<file path="config.mk">
export PLATFORM = sky130hd
export DESIGN_NAME = fsc_flash_sequencer_control
export DESIGN_NICKNAME = d
export VERILOG_FILES = /design/src/core/fsc_flash_sequencer_control.v
export VERILOG_INCLUDE_DIRS = /design/src /design/src/core
export SDC_FILE = /design/constraint.sdc
export NUM_CORES = 1
export LEC_CHECK = 0
export BUFFER_PORTS_ARGS = -buffer_cell sky130_fd_sc_hd__buf_2
export CAP_MARGIN = 20
export CORE_AREA = 2 2 88 90
export DETAILED_ROUTE_END_ITERATION = 12
export DIE_AREA = 0 0 90 92
export GPL_TIMING_DRIVEN = 0
export PLACE_DENSITY = 0.82
export SLEW_MARGIN = 10
export SYNTH_ARGS = -nofsm -noshare
export SYNTH_HDL_FRONTEND = slang
export SYNTH_SLANG_ARGS = --single-unit
</file>
<file path="constraint.sdc">
create_clock -name clk -period 7.1 [get_ports clk]
set_input_delay 1.065 -clock clk [delete_from_list [all_inputs] [get_ports clk]]
set_output_delay 1.065 -clock clk [all_outputs]
set_load 0.1 [all_outputs]
</file>
<file path="src/core/fsc_defines.vh">
// Register offsets, field positions, reset values and codes of the flash sequencer control
`ifndef FSC_DEFINES_VH
`define FSC_DEFINES_VH

`define FSC_ADDR_W 4
`define FSC_OFF_COMMAND 4'h0
`define FSC_OFF_MODE 4'h1
`define FSC_OFF_STAT_HIGH 4'h2
`define FSC_OFF_STAT_LOW 4'h3
`define FSC_OFF_FREQ 4'h4
`define FSC_OFF_START_HIGH 4'h5
`define FSC_OFF_START_LOW 4'h6
`define FSC_OFF_END_HIGH 4'h7
`define FSC_OFF_END_LOW 4'h8

`define FSC_BIT_GO 7
`define FSC_CMD_MSB 2
`define FSC_BIT_AREA 5
`define FSC_BIT_INHIBIT 3
`define FSC_BIT_PROG 1
`define FSC_BIT_DONE 6
`define FSC_BIT_SEQ_FAULT 4
`define FSC_BIT_WR_FAULT 1
`define FSC_BIT_ER_FAULT 0
`define FSC_FREQ_MSB 4
`define FSC_UPPER_MSB 4
`define FSC_END_LOW_LSB 2

`define FSC_CMD_WRITE 3'h1
`define FSC_CMD_ERASE 3'h4
`define FSC_CMD_CLEAR 8'h00

`define FSC_RST_COMMAND 8'h00
`define FSC_RST_MODE 8'h08
`define FSC_RST_FREQ 5'h00
`define FSC_RST_UPPER 5'h00
`define FSC_RST_LOWER 8'h00
`define FSC_RST_ADDR 13'h0000

`define FSC_CODE_BLOCK_BITS 10
`define FSC_DATA_BLOCK_BITS 8

`endif

</file>
<file path="src/core/fsc_flash_sequencer_control.v">
// Flash sequencer control: register file, command launch and status of the flash array
`timescale 1ns/100ps
`include "fsc_defines.vh"

// Overview of operation
// A command runs when the start bit of the command register is set.
// Command 0x81 launches a write, 0x84 a block erase; low bits select.
// Writing 0x00 to the command register clears all command settings.
// Area select bit zero targets code flash, one targets data flash.
// Inhibit bit blocks erase and write; software clears it first.
// Programming mode is entered while the programming mode bit is one.
// Software uses mode values 0x08, 0x02 and 0x22.
// Done flag in upper status byte sets when a command finishes.
// Done flag clears when the start bit is cleared.
// Sequence fault flag sets on any error detected during a command.
// Write fault flag sets when a write command fails.
// Erase fault flag sets when a block erase fails.
// Software masks the lower status byte with 0x13 for any error.
// Frequency field holds the operating frequency in MHz minus one.
// Frequency setting lies between 1 MHz and 16 MHz.
// Code flash erase covers one 1 Kbyte block between the pointers.
// Start address is five upper bits and eight lower bits, 13 bits.
// Code flash end address uses lower bits 7 to 2, four-byte aligned.
// Software sets code block end low 0xFC and end upper 0x03.
// Data flash erase covers one 256 byte block between the pointers.
// Start is ignored outside programming mode or while inhibited.
module fsc_flash_sequencer_control #(
   parameter CODE_BLOCK_BITS = `FSC_CODE_BLOCK_BITS,
   parameter DATA_BLOCK_BITS = `FSC_DATA_BLOCK_BITS
) (
   input wire clk,
   input wire srst,
   input wire [`FSC_ADDR_W-1:0] regAddr,
   input wire [7:0] regWrData,
   input wire regWr,
   input wire regRd,
   output reg [7:0] regRdData,
   output reg arrayReq,
   output reg arrayWrite,
   output reg arrayErase,
   output reg arrayDataArea,
   output reg [12:0] arrayStartAddr,
   output reg [12:0] arrayEndAddr,
   output reg [4:0] arrayFreq,
   output reg programModeOn,
   input wire arrayDone,
   input wire arrayFail
);

   localparam ST_IDLE = 1'b0;
   localparam ST_RUN = 1'b1;
   localparam [7:0] RST_MODE = `FSC_RST_MODE;

   reg state;
   reg next_state;
   reg [7:0] sequencerCommand;
   reg areaSelect;
   reg programInhibit;
   reg [4:0] freqMinusOne;
   reg [4:0] startAddrUpper;
   reg [7:0] startAddrLower;
   reg [4:0] endAddrUpper;
   reg [7:0] endAddrLower;
   reg sequenceDone;
   reg sequenceFault;
   reg writeFault;
   reg eraseFault;

   reg wrCommand;
   reg wrMode;
   reg wrFreq;
   reg wrStartHigh;
   reg wrStartLow;
   reg wrEndHigh;
   reg wrEndLow;
   wire goWritten;
   wire [2:0] cmdWritten;
   wire modeReady;
   wire launch;
   wire cmdIsWrite;
   wire cmdIsErase;
   wire [12:0] startAddr;
   wire [12:0] endAddr;
   wire [12:0] codeEndAddr;
   wire rangeBackwards;
   wire dataBlockBad;
   wire codeBlockBad;
   wire rangeBad;
   wire cmdValid;
   wire paramBad;
   wire launchTry;
   wire launchOk;
   wire launchBad;
   wire finish;
   wire goCleared;
   wire arrayFailed;
   wire writeFailed;
   wire eraseFailed;
   wire doneSet;
   wire doneClear;
   reg [7:0] next_rdData;

   // Write strobe decode; status and unmapped offsets ignore writes
   always @* begin
      wrCommand = 1'b0;
      wrMode = 1'b0;
      wrFreq = 1'b0;
      wrStartHigh = 1'b0;
      wrStartLow = 1'b0;
      wrEndHigh = 1'b0;
      wrEndLow = 1'b0;
      if (regWr) begin
         if (regAddr == `FSC_OFF_COMMAND) begin
            wrCommand = 1'b1;
         end else if (regAddr == `FSC_OFF_MODE) begin
            wrMode = 1'b1;
         end else if (regAddr == `FSC_OFF_FREQ) begin
            wrFreq = 1'b1;
         end else if (regAddr == `FSC_OFF_START_HIGH) begin
            wrStartHigh = 1'b1;
         end else if (regAddr == `FSC_OFF_START_LOW) begin
            wrStartLow = 1'b1;
         end else if (regAddr == `FSC_OFF_END_HIGH) begin
            wrEndHigh = 1'b1;
         end else if (regAddr == `FSC_OFF_END_LOW) begin
            wrEndLow = 1'b1;
         end
      end
   end

   assign goWritten = regWrData[`FSC_BIT_GO];
   assign cmdWritten = regWrData[`FSC_CMD_MSB:0];

   // Mode must be programming and not inhibited before a start counts
   assign modeReady = programModeOn && !programInhibit;

   // Start bit written as one while idle launches the selected command
   assign launch = wrCommand && goWritten && (state == ST_IDLE);

   assign cmdIsWrite = (cmdWritten == `FSC_CMD_WRITE);
   assign cmdIsErase = (cmdWritten == `FSC_CMD_ERASE);
   assign cmdValid = cmdIsWrite || cmdIsErase;

   // Thirteen-bit pointers from upper and lower bytes
   assign startAddr = {startAddrUpper, startAddrLower};
   assign codeEndAddr = {endAddrUpper, endAddrLower[7:`FSC_END_LOW_LSB], 2'b00};
   assign endAddr = areaSelect ? {endAddrUpper, endAddrLower} : codeEndAddr;

   // Erase range must stay inside one block and not run backwards
   assign rangeBackwards = endAddr < startAddr;
   assign dataBlockBad = (endAddr >> DATA_BLOCK_BITS) != (startAddr >> DATA_BLOCK_BITS);
   assign codeBlockBad = (endAddr >> CODE_BLOCK_BITS) != (startAddr >> CODE_BLOCK_BITS);
   assign rangeBad = cmdIsErase &&
      (rangeBackwards || (areaSelect ? dataBlockBad : codeBlockBad));

   assign paramBad = !cmdValid || rangeBad;
   assign launchTry = launch && modeReady;
   assign launchOk = launchTry && !paramBad;
   assign launchBad = launchTry && paramBad;

   assign finish = (state == ST_RUN) && arrayDone;
   assign goCleared = wrCommand && !goWritten;

   // Outcome of the operation that finishes this cycle
   assign arrayFailed = finish && arrayFail;
   assign writeFailed = arrayFailed && arrayWrite;
   assign eraseFailed = arrayFailed && arrayErase;

   // Done flag conditions; a set in the same cycle as a clear wins
   assign doneSet = finish || launchBad;
   assign doneClear = goCleared || launchOk;

   // Next state of the sequencer
   always @* begin
      next_state = state;
      case (state)
         ST_IDLE: begin
            if (launchOk) begin
               next_state = ST_RUN;
            end
         end
         ST_RUN: begin
            if (arrayDone) begin
               next_state = ST_IDLE;
            end
         end
         default: begin
            next_state = ST_IDLE;
         end
      endcase
   end

   // Sequencer state
   always @(posedge clk) begin
      if (srst) begin
         state <= ST_IDLE;
      end else begin
         state <= next_state;
      end
   end

   // Command register; writing zero clears start and command bits
   always @(posedge clk) begin
      if (srst) begin
         sequencerCommand <= `FSC_RST_COMMAND;
      end else if (wrCommand) begin
         sequencerCommand <= regWrData;
      end
   end

   // Mode control register fields
   always @(posedge clk) begin
      if (srst) begin
         areaSelect <= RST_MODE[`FSC_BIT_AREA];
         programInhibit <= RST_MODE[`FSC_BIT_INHIBIT];
         programModeOn <= RST_MODE[`FSC_BIT_PROG];
      end else if (wrMode) begin
         areaSelect <= regWrData[`FSC_BIT_AREA];
         programInhibit <= regWrData[`FSC_BIT_INHIBIT];
         programModeOn <= regWrData[`FSC_BIT_PROG];
      end
   end

   // Frequency setting, stored as MHz minus one
   always @(posedge clk) begin
      if (srst) begin
         freqMinusOne <= `FSC_RST_FREQ;
      end else if (wrFreq) begin
         freqMinusOne <= regWrData[`FSC_FREQ_MSB:0];
      end
   end

   // Start pointer registers
   always @(posedge clk) begin
      if (srst) begin
         startAddrUpper <= `FSC_RST_UPPER;
         startAddrLower <= `FSC_RST_LOWER;
      end else begin
         if (wrStartHigh) begin
            startAddrUpper <= regWrData[`FSC_UPPER_MSB:0];
         end
         if (wrStartLow) begin
            startAddrLower <= regWrData;
         end
      end
   end

   // End pointer registers
   always @(posedge clk) begin
      if (srst) begin
         endAddrUpper <= `FSC_RST_UPPER;
         endAddrLower <= `FSC_RST_LOWER;
      end else begin
         if (wrEndHigh) begin
            endAddrUpper <= regWrData[`FSC_UPPER_MSB:0];
         end
         if (wrEndLow) begin
            endAddrLower <= regWrData;
         end
      end
   end

   // Done flag: set on finish, cleared with the start bit, set wins
   always @(posedge clk) begin
      if (srst) begin
         sequenceDone <= 1'b0;
      end else if (doneSet) begin
         sequenceDone <= 1'b1;
      end else if (doneClear) begin
         sequenceDone <= 1'b0;
      end
   end

   // Sequence fault on a bad command, a bad address range or a failing array operation
   always @(posedge clk) begin
      if (srst) begin
         sequenceFault <= 1'b0;
      end else if (launchBad || arrayFailed) begin
         sequenceFault <= 1'b1;
      end else if (launchOk) begin
         sequenceFault <= 1'b0;
      end
   end

   // Write fault on a failing write
   always @(posedge clk) begin
      if (srst) begin
         writeFault <= 1'b0;
      end else if (writeFailed) begin
         writeFault <= 1'b1;
      end else if (launchOk) begin
         writeFault <= 1'b0;
      end
   end

   // Erase fault on a failing block erase
   always @(posedge clk) begin
      if (srst) begin
         eraseFault <= 1'b0;
      end else if (eraseFailed) begin
         eraseFault <= 1'b1;
      end else if (launchOk) begin
         eraseFault <= 1'b0;
      end
   end

   // Array request held from launch until the array reports done
   always @(posedge clk) begin
      if (srst) begin
         arrayReq <= 1'b0;
      end else if (launchOk) begin
         arrayReq <= 1'b1;
      end else if (finish) begin
         arrayReq <= 1'b0;
      end
   end

   // Operation, area, addresses and frequency captured at launch
   always @(posedge clk) begin
      if (srst) begin
         arrayWrite <= 1'b0;
         arrayErase <= 1'b0;
         arrayDataArea <= 1'b0;
         arrayStartAddr <= `FSC_RST_ADDR;
         arrayEndAddr <= `FSC_RST_ADDR;
         arrayFreq <= `FSC_RST_FREQ;
      end else if (launchOk) begin
         arrayWrite <= cmdIsWrite;
         arrayErase <= cmdIsErase;
         arrayDataArea <= areaSelect;
         arrayStartAddr <= startAddr;
         arrayEndAddr <= endAddr;
         arrayFreq <= freqMinusOne;
      end
   end

   // Read data selection; unmapped offsets read zero
   always @* begin
      next_rdData = 8'h00;
      if (regAddr == `FSC_OFF_COMMAND) begin
         next_rdData = sequencerCommand;
      end else if (regAddr == `FSC_OFF_MODE) begin
         next_rdData[`FSC_BIT_AREA] = areaSelect;
         next_rdData[`FSC_BIT_INHIBIT] = programInhibit;
         next_rdData[`FSC_BIT_PROG] = programModeOn;
      end else if (regAddr == `FSC_OFF_STAT_HIGH) begin
         next_rdData[`FSC_BIT_DONE] = sequenceDone;
      end else if (regAddr == `FSC_OFF_STAT_LOW) begin
         next_rdData[`FSC_BIT_SEQ_FAULT] = sequenceFault;
         next_rdData[`FSC_BIT_WR_FAULT] = writeFault;
         next_rdData[`FSC_BIT_ER_FAULT] = eraseFault;
      end else if (regAddr == `FSC_OFF_FREQ) begin
         next_rdData[`FSC_FREQ_MSB:0] = freqMinusOne;
      end else if (regAddr == `FSC_OFF_START_HIGH) begin
         next_rdData[`FSC_UPPER_MSB:0] = startAddrUpper;
      end else if (regAddr == `FSC_OFF_START_LOW) begin
         next_rdData = startAddrLower;
      end else if (regAddr == `FSC_OFF_END_HIGH) begin
         next_rdData[`FSC_UPPER_MSB:0] = endAddrUpper;
      end else if (regAddr == `FSC_OFF_END_LOW) begin
         next_rdData = endAddrLower;
      end
   end

   // Read data stands only in the cycle after the read strobe
   always @(posedge clk) begin
      if (srst) begin
         regRdData <= 8'h00;
      end else if (regRd) begin
         regRdData <= next_rdData;
      end else begin
         regRdData <= 8'h00;
      end
   end

endmodule // fsc_flash_sequencer_control

</file>
==> Word-level counts from Yosys, hierarchy flattened <==
Index checks and enable logic that the tools add are counted.
{ "classes": {"shifts": 0, "eq_ne": 12, "mul": 0, "n_reduce_logical": 29, "n_addsub": 0, "bitwise": 2, "div_mod_pow": 0, "mux": 79, "magnitude_cmp": 1} }
{ "op_table": {"columns": ["cell", "n"], "rows": [
  ["$mux W8", 11],
  ["$mux W1", 55],
  ["$eq A4 B3 Y1 const B", 4],
  ["$mux W5", 3],
  ["$lt A13 B13 Y1", 1],
  ["$logic_and A1 B1 Y1", 12],
  ["$mux W3", 4],
  ["$reduce_bool A2 Y1", 5],
  ["$eq A4 B2 Y1 const B", 2],
  ["$mux W2", 4],
  ["$logic_or A1 B1 Y1", 6],
  ["$mux W6", 1],
  ["$ne A5 B5 Y1", 1],
  ["$eq A4 B1 Y1 const B", 1],
  ["$eq A4 B4 Y1 const B", 1],
  ["$logic_not A1 Y1", 4],
  ["$logic_not A4 Y1", 1],
  ["$eq A3 B1 Y1 const B", 1],
  ["$eq A3 B3 Y1 const B", 1],
  ["$ne A3 B3 Y1", 1],
  ["$not A1 Y1", 2],
  ["$pmux W1 S2", 1],
  ["$reduce_or A2 Y1", 1]
]} }
{ "totals": {"mem_bits_rw": 0, "latchBits": 0, "reg_bits": 90, "wordCells": 145, "mem_bits_ro": 0, "memories": 0} }

==> Depth between registers and ports, before layout <==
Gate-level depths: netlist (run 1).
{ "logic_depth": {"word_depth": 18, "ltp_mapped": 9, "ltp_nobuf": 7} }

==> Worst setup path after synthesis (run 1) <==
OpenSTA, ideal clock, no wires.
{ "synth_path": {"path_type": "input -> register", "from": "input regAddr[1]", "to": "register arrayDataArea", "n_path_buf": 2, "arrival_time_ns": 2.442, "stages": 7, "path_slack_ns": 4.537, "required_time_ns": 6.979, "setup_time_ns": 0.121, "cell_sequence": "clkbuf_1 > nor4_1 > nand3_1 > nor3_1 > o21a_1 > buf_6 > mux2_4"} }
{ "synth_via": {"elab_chain_len": 7} }
{ "synth_rtl": {"columns": ["item", "line", "source"], "rows": [
  ["from (decl)", "fsc_flash_sequencer_control.v:33", "input wire [`FSC_ADDR_W-1:0] regAddr,"],
  ["$logic_not A4 Y1 (no line)", null, null],
  ["$mux W1", "fsc_flash_sequencer_control.v:113", "if (regAddr == `FSC_OFF_COMMAND) begin"],
  ["$mux W1", "fsc_flash_sequencer_control.v:112", "if (regWr) begin"],
  ["$logic_and A1 B1 Y1 (2 in series)", "fsc_flash_sequencer_control.v:138", "assign launch = wrCommand && goWritten && (state == ST_IDLE);"],
  ["$logic_and A1 B1 Y1", "fsc_flash_sequencer_control.v:157", "assign launchTry = launch && modeReady;"],
  ["$logic_and A1 B1 Y1", "fsc_flash_sequencer_control.v:158", "assign launchOk = launchTry && !paramBad;"],
  ["to (signal assigned)", "fsc_flash_sequencer_control.v:330", "arrayDataArea <= areaSelect;"],
  ["to (decl)", "fsc_flash_sequencer_control.v:41", "output reg arrayDataArea,"]
]} }
Every way passes these cells.
A chain may end at the register's enable or synchronous reset.

==> Worst setup path in the final report (run 1) <==
{ "layout_path": {"from": "register startAddrLower[6]", "to": "register arrayEndAddr[1]"} }
{ "layout_via": {"elab_chain_len": 6} }
{ "layout_rtl": {"columns": ["item", "line", "source"], "rows": [
  ["from (decl)", "fsc_flash_sequencer_control.v:61", "reg [7:0] startAddrLower;"],
  ["from (signal assigned)", "fsc_flash_sequencer_control.v:237", "startAddrLower <= `FSC_RST_LOWER;"],
  ["from (signal assigned)", "fsc_flash_sequencer_control.v:243", "startAddrLower <= regWrData;"],
  ["$lt A13 B13 Y1", "fsc_flash_sequencer_control.v:150", "assign rangeBackwards = endAddr < startAddr;"],
  ["$logic_or A1 B1 Y1", "fsc_flash_sequencer_control.v:154", "(rangeBackwards || (areaSelect ? dataBlockBad : codeBlockBad));"],
  ["$logic_and A1 B1 Y1", "fsc_flash_sequencer_control.v:153", "assign rangeBad = cmdIsErase &&"],
  ["$logic_or A1 B1 Y1", "fsc_flash_sequencer_control.v:156", "assign paramBad = !cmdValid || rangeBad;"],
  ["$logic_not A1 Y1", "fsc_flash_sequencer_control.v:158", null],
  ["$logic_and A1 B1 Y1", "fsc_flash_sequencer_control.v:158", null],
  ["to (signal assigned)", "fsc_flash_sequencer_control.v:325", "arrayEndAddr <= `FSC_RST_ADDR;"],
  ["to (signal assigned)", "fsc_flash_sequencer_control.v:332", "arrayEndAddr <= endAddr;"],
  ["to (decl)", "fsc_flash_sequencer_control.v:43", "output reg [12:0] arrayEndAddr,"]
]} }
Every way passes these cells.

==> results_dict.tcl, run 1 <==
set metrics [dict create \
    grt-ovfl-total 0 \
    wl_met1_mm 5.49 \
    layout-drive-gt1-share 0.156 \
    dieHeight_um 92 \
    finalWeightedCongestion 0.957 \
    vias 3878 \
    postCtsSetupBuffers 0 \
    critical_path_class "flip-flop to flip-flop" \
    postCtsHoldBufs 0 \
    clkPwrFrac 0.350 \
    initialDrtViolationCount 328 \
    finalHoldViolCount 0 \
    cts_tree "built" \
    via_per_inst 5.82 \
    period_share 0.417 \
    min_period_ps 2960 \
    numPortBuffers 58 \
    cts-buffers-inserted 9 \
    syn_area_per_cell_um2 8.86 \
    met3_length_um 723 \
    async_flop_share 0 \
    clkSlewWorstSetupHoldPaths_ps 90 \
    comb_power_share 0.087 \
    synth_flop_cell "dfxtp_1" \
    grt_pass1_vias 3763 \
    initial_core_util 0.583 \
    antenna_cells 0 \
    max_clock_freq_ghz 0.338 \
    cp.arrival_ps 3260 \
    regArea_um2 1800 \
    firstDrtPassIters 5 \
    drc 0 \
    finalMaxSlewViolations 0 \
    cts_num_sinks 90 \
    synth_nets 520 \
    internal_power_uw 661 \
    post_cts_resized 0 \
    cp-end-kind "flip-flop" \
    p_per_area_nw_per_um2 184 \
    cts_root_buf "clkbuf_8" \
    grt_pass1_wl_mm 19.9 \
    layout.nets 589 \
    worst_pin_slew_ps 1050 \
    p_sw_frac 0.273 \
    cp-start-kind "flip-flop" \
    ys_seq_area_frac 0.415 \
    insertion_delay_ps 370 \
    placementRows 32 \
    h-tree-depth 3 \
    skew_ps 11.0 \
    synth_cell_types 53 \
    synth_fa_ha_area_frac 0.0346 \
    crit_chain "inv_1 > ha_1 > a21o_1 > a221o_1 > a2111o_1 > o21ai_0 > mux2i_1" \
    holdCritPathClass "flip-flop to flip-flop" \
    seq_power_share 0.563 \
    wire_per_inst_um 18.9 \
    synth_top_family_by_area "simple AND/OR/NAND/NOR gates" \
    synth_simple_gate_area_frac 0.234 \
    p_sw_uw 248 \
    cp_slowest_cell "o21ai_0" \
    fin_hold_ws_ps 459 \
    core_area_um2 7450 \
    io_pins 62 \
    die_area_um2 8280 \
    yosys_warnings 0 \
    synthXorXnorAreaFrac 0 \
    max_stage_delay_ps 840 \
    multi_input_area_um2 2290 \
    syn_inst 490 \
    ant_nets 0 \
    peakVddDrop_v 0.000108 \
    ys_ff_latch 90 \
    maxSlewHeadroom 0.294 \
    rsz0062_at_grt "false" \
    routed.top_layer "met4" \
    grt_max_degree 16 \
    netlist_area_um2 4340 \
    crit_family "compound AO/OA/AOI/OAI gates" \
    antenna_found_initial 0 \
    synth_edf_count 0 \
    cp.buffers_inverters 1 \
    syn_to_final_growth_pct 13.7 \
    status "complete, no violations" \
    die_w_um 90 \
    crit_required_ps 7390 \
    wl_mm 12.6 \
    drv_cap 0 \
    setup-violations-final 0 \
    crit_path_max_fanout 4 \
    dp_hpwl_mm 9.30 \
    power.leakage_uw 0.00180 \
    synth_mux_area_frac 0.131 \
    grtUsageTotal 0.314 \
    synth_compound_area_frac 0.127 \
    n_fill_cell 663 \
    wl_met2_mm 5.95 \
    cts_buffer_depth 2 \
    tns_ps 0 \
]
[synth_stat cells, drive strengths merged, types with 10 or more instances]
library cell,n,area (um^2)
a21oi,38,190
clkbuf,25,93.8
dfxtp,90,1800
ha,12,150
inv,19,71.3
mux2i,54,541
nand2,36,135
nand2b,68,425
nand3,24,120
nor2,31,116
nor2b,10,62.6
o21ai,20,100
[sequential cells by signal (all words and copies together) (netlist names), 5 cells and up]
register and cells:
arrayEndAddr 13, endAddrUpper 5, sequencerCommand 8, arrayStartAddr 13, startAddrLower 8, arrayFreq 5, freqMinusOne 5, regRdData 8
startAddrUpper 5, endAddrLower 8
[placed cells by master, fill, tap and decap left out, types with 2 or more instances in the layout]
cell type and n:
o21a_1 2, nand3_1 24, clkinv_4 3, a21o_1 3, o21ai_0 19, o31ai_1 2
nor3_1 5, clkbuf_1 26, ha_1 12, buf_2 61, a31oi_1 2, nand3b_1 2
dfxtp_1 90, clkinv_2 2, clkbuf_8 9, inv_1 19, nand2b_1 68, buf_12 3
and3_1 4, nor2_1 31, mux2i_1 54, a22oi_1 2, nand2_1 36, nor2b_1 10
a211oi_1 2, a221o_1 2, o32ai_1 2, o211ai_1 2, a311oi_1 2, a21oi_1 38
[kinds of logic after synthesis]
| kind of cell | count (synthesis) |
|---|---|
| mux | 56 |
| compound gates | 89 |
| flops | 90 |
| simple gates | 191 |
| fa+ha+maj | 12 |
| buf+inv | 52 |
[worst paths after layout]
path | start | cells after the start | slack, ps | endpoint
worst max-delay path | startAddrLower[6] | 7 | 4140 | arrayEndAddr[1]
worst max register to register | startAddrLower[6] | 7 | 4140 | arrayEndAddr[1]
worst min register to register | sequencerCommand[4] | 2 | 460 | sequencerCommand[4]
worst min-delay path | sequencerCommand[4] | 2 | 460 | sequencerCommand[4]
[power by group through the flow]
stage	clock, uW	sequential, uW	combinational [uW]
3_5_place_dp	0	523	76.8
3_3_place_gp	0	523	76.4
4_1_cts	321	512	77.5
6_report	318	512	79.5
2_1_floorplan	0	526	45.2
5_1_grt	340	512	85.4
[area by class of cell]
type                    count  area share
clock inverters             6     0.00887
repair buffers             58      0.0588
well taps                 102      0.0258
flip-flops and latches     90       0.365
clock buffers              10      0.0258
plain buffers              33      0.0373
inverters                  19      0.0144
multi-input cells         348       0.464
[routing by layer]
layer  vias up  GRT usage
li1       1830          -
met1      1857      0.409
met2       161      0.524
met3        30     0.0485
met4         0      0.126
met5         -          0
[stage by stage]
step | setup slack [ps] | power (uW) | area (um^2) | cells | utilization
finish | 4140 | 909 | 4940 | 666 | 0.663
global placement | 3990 | 600 | 4760 | 650 | 0.639
CTS | 4200 | 910 | 4930 | 666 | 0.662
floorplan | 4540 | 572 | 4340 | 490 | -
detailed placement | 3980 | 600 | 4760 | 650 | 0.639
global route | 4050 | 938 | 4940 | 666 | 0.663
[worst min-delay path: cells and delay by family (launching register included)]
kind	cells	cell delay [ps]
AO/OA/AOI/OAI	1	50
AND/OR/NAND/NOR	1	50
flip-flops	1	310
Note: power is estimated with default switching activity, not from simulation.
==> run 2, diff against run 1 <==
--- a/config.mk
+++ b/config.mk
@@ -8,11 +8,11 @@
 export LEC_CHECK = 0
 export BUFFER_PORTS_ARGS = -buffer_cell sky130_fd_sc_hd__buf_2
 export CAP_MARGIN = 20
-export CORE_AREA = 2 2 88 90
+export CORE_AREA = 2 2 95 97
 export DETAILED_ROUTE_END_ITERATION = 12
-export DIE_AREA = 0 0 90 92
+export DIE_AREA = 0 0 97 99
 export GPL_TIMING_DRIVEN = 0
-export PLACE_DENSITY = 0.82
+export PLACE_DENSITY = 0.75
 export SLEW_MARGIN = 10
 export SYNTH_ARGS = -nofsm -noshare
 export SYNTH_HDL_FRONTEND = slang
==> constraint.sdc (replaced) <==
create_clock -name clk -period 2.5 [get_ports clk]
set_input_delay 0.375 -clock clk [delete_from_list [all_inputs] [get_ports clk]]
set_output_delay 0.375 -clock clk [all_outputs]
set_load 0.1 [all_outputs]
==> run 2 against run 1 <==
  * Final area up 4.4%
  * Flip-flop and latch count unchanged
  * Power rose to 3.0 times the previous value
  * Combinational power rose to 3.0 times the previous value
  * Cell count up 2.3%
  * Maximum frequency up 20%
  * Utilization down 6.0 points
  * Critical endpoint is now arrayDataArea
  * Largest cell class unchanged
==> results_dict.tcl, run 2 (synthesis results as in run 1) <==
set metrics [dict create \
    drc 0 \
    finalMaxSlewViolations 0 \
    cts_root_buf "clkbuf_8" \
    die_w_um 97 \
    wire_per_inst_um 18.5 \
    met3_length_um 747 \
    layout.nets 598 \
    p_per_area_nw_per_um2 522 \
    crit_chain "ha_4 > a21o_1 > a221o_1 > a2111o_1 > o21a_4 > buf_12 > mux2_4" \
    status "complete, no violations" \
    period_share 0.988 \
    numPortBuffers 58 \
    critical_path_class "flip-flop to flip-flop" \
    final_common_cell "dfxtp_1" \
    n_fill_cell 784 \
    io_pins 62 \
    cts_buffer_depth 2 \
    setup-violations-final 0 \
    maxSlewHeadroom 0.514 \
    cp.buffers_inverters 1 \
    final_cells 681 \
    antenna_found_initial 0 \
    worst_pin_slew_ps 730 \
    cp.arrival_ps 2730 \
    holdCritPathClass "input port to flip-flop" \
    dp_hpwl_mm 9.10 \
    peakVddDrop_v 0.000353 \
    wl_mm 12.6 \
    crit_required_ps 2760 \
    final_cell_mix "83 x dfxtp_1, 68 x nand2b_1, 62 x buf_2" \
    wl_met1_mm 5.72 \
    skew_ps 14.0 \
    cp-start-kind "flip-flop" \
    grt-ovfl-total 0 \
    cts_num_sinks 90 \
    grt_pass1_vias 3675 \
    place_inst 656 \
    antenna_cells 0 \
    final_core_util 0.603 \
    h-tree-depth 3 \
    firstDrtPassIters 5 \
    insertion_delay_ps 360 \
    via_per_inst 5.62 \
    dieHeight_um 99 \
    max_clock_freq_ghz 0.405 \
    r2r_start "endAddrUpper[0]" \
    cts-buffers-inserted 9 \
    cp-end-kind "flip-flop" \
    grt_pass1_wl_mm 19.7 \
    placementRows 34 \
    core_area_um2 8550 \
    grtUsageTotal 0.260 \
    ant_nets 0 \
    cp_slowest_cell "a2111o_1" \
    grt_max_degree 15 \
    crit_path_max_fanout 7 \
    wl_met2_mm 5.70 \
    min_from "regWrData[5]" \
    finalHoldViolCount 0 \
    crit_family "compound AO/OA/AOI/OAI gates" \
    finalWeightedCongestion 1.01 \
    initialDrtViolationCount 292 \
    min_period_ps 2470 \
    power.leakage_uw 0.00188 \
    critPathLaunch "endAddrUpper[0]" \
    tns_ps 0 \
    syn_to_final_growth_pct 18.8 \
    drv_cap 0 \
    routed.top_layer "met4" \
    die_area_um2 9600 \
    clkSlewWorstSetupHoldPaths_ps 90 \
    initial_core_util 0.508 \
    place_ws_ps -478 \
    max_stage_delay_ps 480 \
    setup_ws_ps 30.6 \
    layout-drive-gt1-share 0.194 \
    reg_top3 "arrayEndAddr (13), arrayStartAddr (13)" \
    cts_tree "built" \
    vias 3827 \
]
## run 2: changes by cell type in the layout (fill, tap and decap cells not counted), sizes merged
| cell | before | now |
|---|---|---|
| buf | 66 | 72 |
| clkbuf | 35 | 40 |
| clkinv | 5 | 2 |
| bufinv | 0 | 1 |
## run 2: worst reg2reg max path, stage by stage (launching register included)
cell and delay [ps]:
dfxtp_1 450, ha_4 250, a21o_1 150, a221o_1 350
a2111o_1 480, o21a_4 250, buf_12 160, mux2_4 290
## run 2: where the power goes
group	total [uW]	switching [uW]	internal, uW
clock	1010	515	491
combinational	238	161	76.7
sequential	1450	10.5	1440
total	2690	686	2010
## run 2: timing repair
| item | 4_1_cts | 5_1_grt |
|---|---|---|
| hold endpoints to repair | 0 | 0 |
| pin swaps | 1 | 3 |
| buffers inserted | 0 | 5 |
| cloned | 0 | 3 |
| resized for setup | 4 | 20 |
| setup endpoints to repair | 39 | 36 |
| hold buffers | 0 | 0 |
## run 2: per-stage QoR
step           power, uW  hold slack (ps)  cell area (um^2)
2_1_floorplan       1620              431              4340
3_3_place_gp        1700              438              4770
3_5_place_dp        1710              443              4770
4_1_cts             2690              310              4970
5_1_grt             2770              315              5160
6_report            2690              316              5160
## run 2: metal layers
| layer | vias to the layer above | GRT usage |
|---|---|---|
| li1 | 1841 | - |
| met1 | 1825 | 0.350 |
| met2 | 130 | 0.417 |
| met3 | 31 | 0.0482 |
| met4 | 0 | 0.103 |
| met5 | - | 0 |
## run 2: path summary, 6_finish.rpt
kind / end / slack, ps / cells after the start
worst max-delay path: arrayDataArea / 30 / 7
worst min register to register: sequencerCommand[4] / 460 / 2
worst min-delay path: endAddrLower[5] / 320 / 3
worst max register to register: arrayDataArea / 30 / 7
## run 2: area by class of cell
class / count / area (um^2) / area share
buffer: 33 / 193 / 0.0374
clock buffer: 12 / 145 / 0.0281
clock inverter: 4 / 51.3 / 0.00995
inverter: 19 / 71.3 / 0.0138
multi-input combinational: 348 / 2350 / 0.457
sequential: 90 / 1820 / 0.353
tap: 108 / 135 / 0.0262
timing repair buffer: 67 / 388 / 0.0752
==> run 3, diff against run 2 <==
--- a/config.mk
+++ b/config.mk
@@ -12,7 +12,7 @@
 export DETAILED_ROUTE_END_ITERATION = 12
 export DIE_AREA = 0 0 97 99
 export GPL_TIMING_DRIVEN = 0
-export PLACE_DENSITY = 0.75
+export PLACE_DENSITY_LB_ADDON = 0.1
 export SLEW_MARGIN = 10
 export SYNTH_ARGS = -nofsm -noshare
 export SYNTH_HDL_FRONTEND = slang
==> run 3 against run 2 <==
  * Clock power increased by 21%
  * Critical path type unchanged
  * Largest power group unchanged
  * Highest routed layer unchanged
  * Cell count decreased by 0.88%
  * Combinational power decreased by 5%
  * Count of clock-buffer cells in the layout decreased by 1
==> results_dict.tcl, run 3 (synthesis results as in run 1) <==
set metrics [dict create \
    ant_nets 0 \
    vias 3755 \
    period_share 0.968 \
    fin_area_um2 5090 \
    dp_hpwl_mm 9.15 \
    power.leakage_uw 0.00186 \
    cts_root_buf "clkbuf_8" \
    cp.arrival_ps 2680 \
    crit_family "compound AO/OA/AOI/OAI gates" \
    wl_met1_mm 5.52 \
    min_period_ps 2420 \
    status "complete, no violations" \
    cts_buffer_depth 2 \
    reg_top3 "arrayEndAddr (13), arrayStartAddr (13)" \
    worst_pin_slew_ps 677 \
    crit_path_max_fanout 9 \
    critPathLaunch "startAddrUpper[1]" \
    grtUsageTotal 0.268 \
    grt-ovfl-total 0 \
    crit_cells 8 \
    skew_ps 8.91 \
    hold_path_depth 3 \
    placementRows 34 \
    routed.top_layer "met4" \
    cp-end-kind "flip-flop" \
    firstDrtPassIters 5 \
    die_area_um2 9600 \
    max_stage_delay_ps 400 \
    cts_num_sinks 90 \
    grt_pass1_vias 3685 \
    insertion_delay_ps 370 \
    postCtsHoldBufs 0 \
    maxSlewHeadroom 0.549 \
    r2r_start "startAddrUpper[1]" \
    dpl_cell_area_um2 4770 \
    p_per_area_nw_per_um2 570 \
    r2r_cells 8 \
    peakVddDrop_v 0.000287 \
    io_pins 62 \
    numPortBuffers 58 \
    antenna_cells 0 \
    finalMaxSlewViolations 0 \
    antenna_found_initial 0 \
    grt_max_degree 15 \
    met3_length_um 720 \
    drc 0 \
    wire_per_inst_um 18.2 \
    grt_pass1_wl_mm 19.8 \
    cp.buffers_inverters 2 \
    n_fill_cell 803 \
    syn_to_final_growth_pct 17.1 \
    clkSlewWorstSetupHoldPaths_ps 80 \
    h-tree-depth 3 \
    core_area_um2 8550 \
    crit_required_ps 2760 \
    rsz0062_at_grt "false" \
    crit_chain "inv_1 > ha_4 > and3_1 > a221o_1 > a2111o_1 > o21a_1 > buf_6 > mux2_4" \
    final_common_cell "dfxtp_1" \
    dieHeight_um 99 \
    final_core_util 0.595 \
    setup_ws_ps 79.8 \
    layout.nets 593 \
    min_from "regWrData[5]" \
    cp-start-kind "flip-flop" \
    place_ws_ps -484 \
    cts-buffers-inserted 9 \
    wl_met2_mm 5.69 \
    initialDrtViolationCount 302 \
    cp_slowest_cell "a2111o_1" \
    wl_mm 12.3 \
    die_w_um 97 \
    via_per_inst 5.56 \
    holdCritPathClass "input port to flip-flop" \
    finalHoldViolCount 0 \
    final_cell_mix "86 x dfxtp_1, 68 x nand2b_1, 61 x buf_2" \
    initial_core_util 0.508 \
    finalWeightedCongestion 0.915 \
    critical_path_class "flip-flop to flip-flop" \
    max_clock_freq_ghz 0.413 \
    drv_cap 0 \
    setup-violations-final 0 \
    cts_tree "built" \
    layout-drive-gt1-share 0.173 \
]
==> run 3: changes by cell type in the layout (fill, tap and decap cells not counted), sizes merged <==
cell	previous run	this run
buf	72	69
clkinv	2	1
clkinvlp	1	0
bufinv	1	3
clkbuf	40	37
==> run 3: worst paths after layout <==
check	endpoint	slack [ps]
max	arrayDataArea	80
min	endAddrLower[5]	310
max reg2reg	arrayDataArea	80
min reg2reg	sequencerCommand[4]	460
==> run 3: cell type report <==
cell class                      count  area [um^2]  area share
Multi-Input combinational cell    348         2310       0.455
Sequential cell                    90         1810       0.357
Timing Repair Buffer               62          318      0.0625
Buffer                             33          184      0.0362
Clock buffer                       11          151      0.0298
Tap cell                          108          135      0.0266
Clock inverter                      4         98.8      0.0194
Inverter                           19         71.3      0.0140
==> run 3: routing by layer <==
layer / vias up / global-route usage
met5: - / 0
met4: 0 / 0.127
met3: 24 / 0.0426
met2: 119 / 0.434
met1: 1781 / 0.351
li1: 1831 / -
==> run 3: worst reg2reg max path: stages, from the launching register on <==
cell,delay [ps]
dfxtp_2,330
inv_1,170
ha_4,240
and3_1,190
a221o_1,310
a2111o_1,400
o21a_1,210
buf_6,160
mux2_4,300
==> run 3: power breakdown <==
group	leakage (uW)	switching, uW	internal [uW]
combinational	0.00101	152	72.9
clock	0.000126	508	715
sequential	0.000729	10.8	1440
==> run 3: through the flow <==
step	total power, uW	std cells	TNS, ps	hold WS [ps]
global placement	1700	656	-1760	436
finish	2900	675	0	308
detailed placement	1710	656	-2490	445
global route	3000	675	0	317
floorplan	1620	490	0	431
CTS	2920	671	0	290
==> run 3: timing repair <==
action                                  4_1_cts  5_1_grt
resized for setup                             7        4
pin swaps                                     0        1
endpoints found under the setup margin       36       37
buffers inserted                              0        3
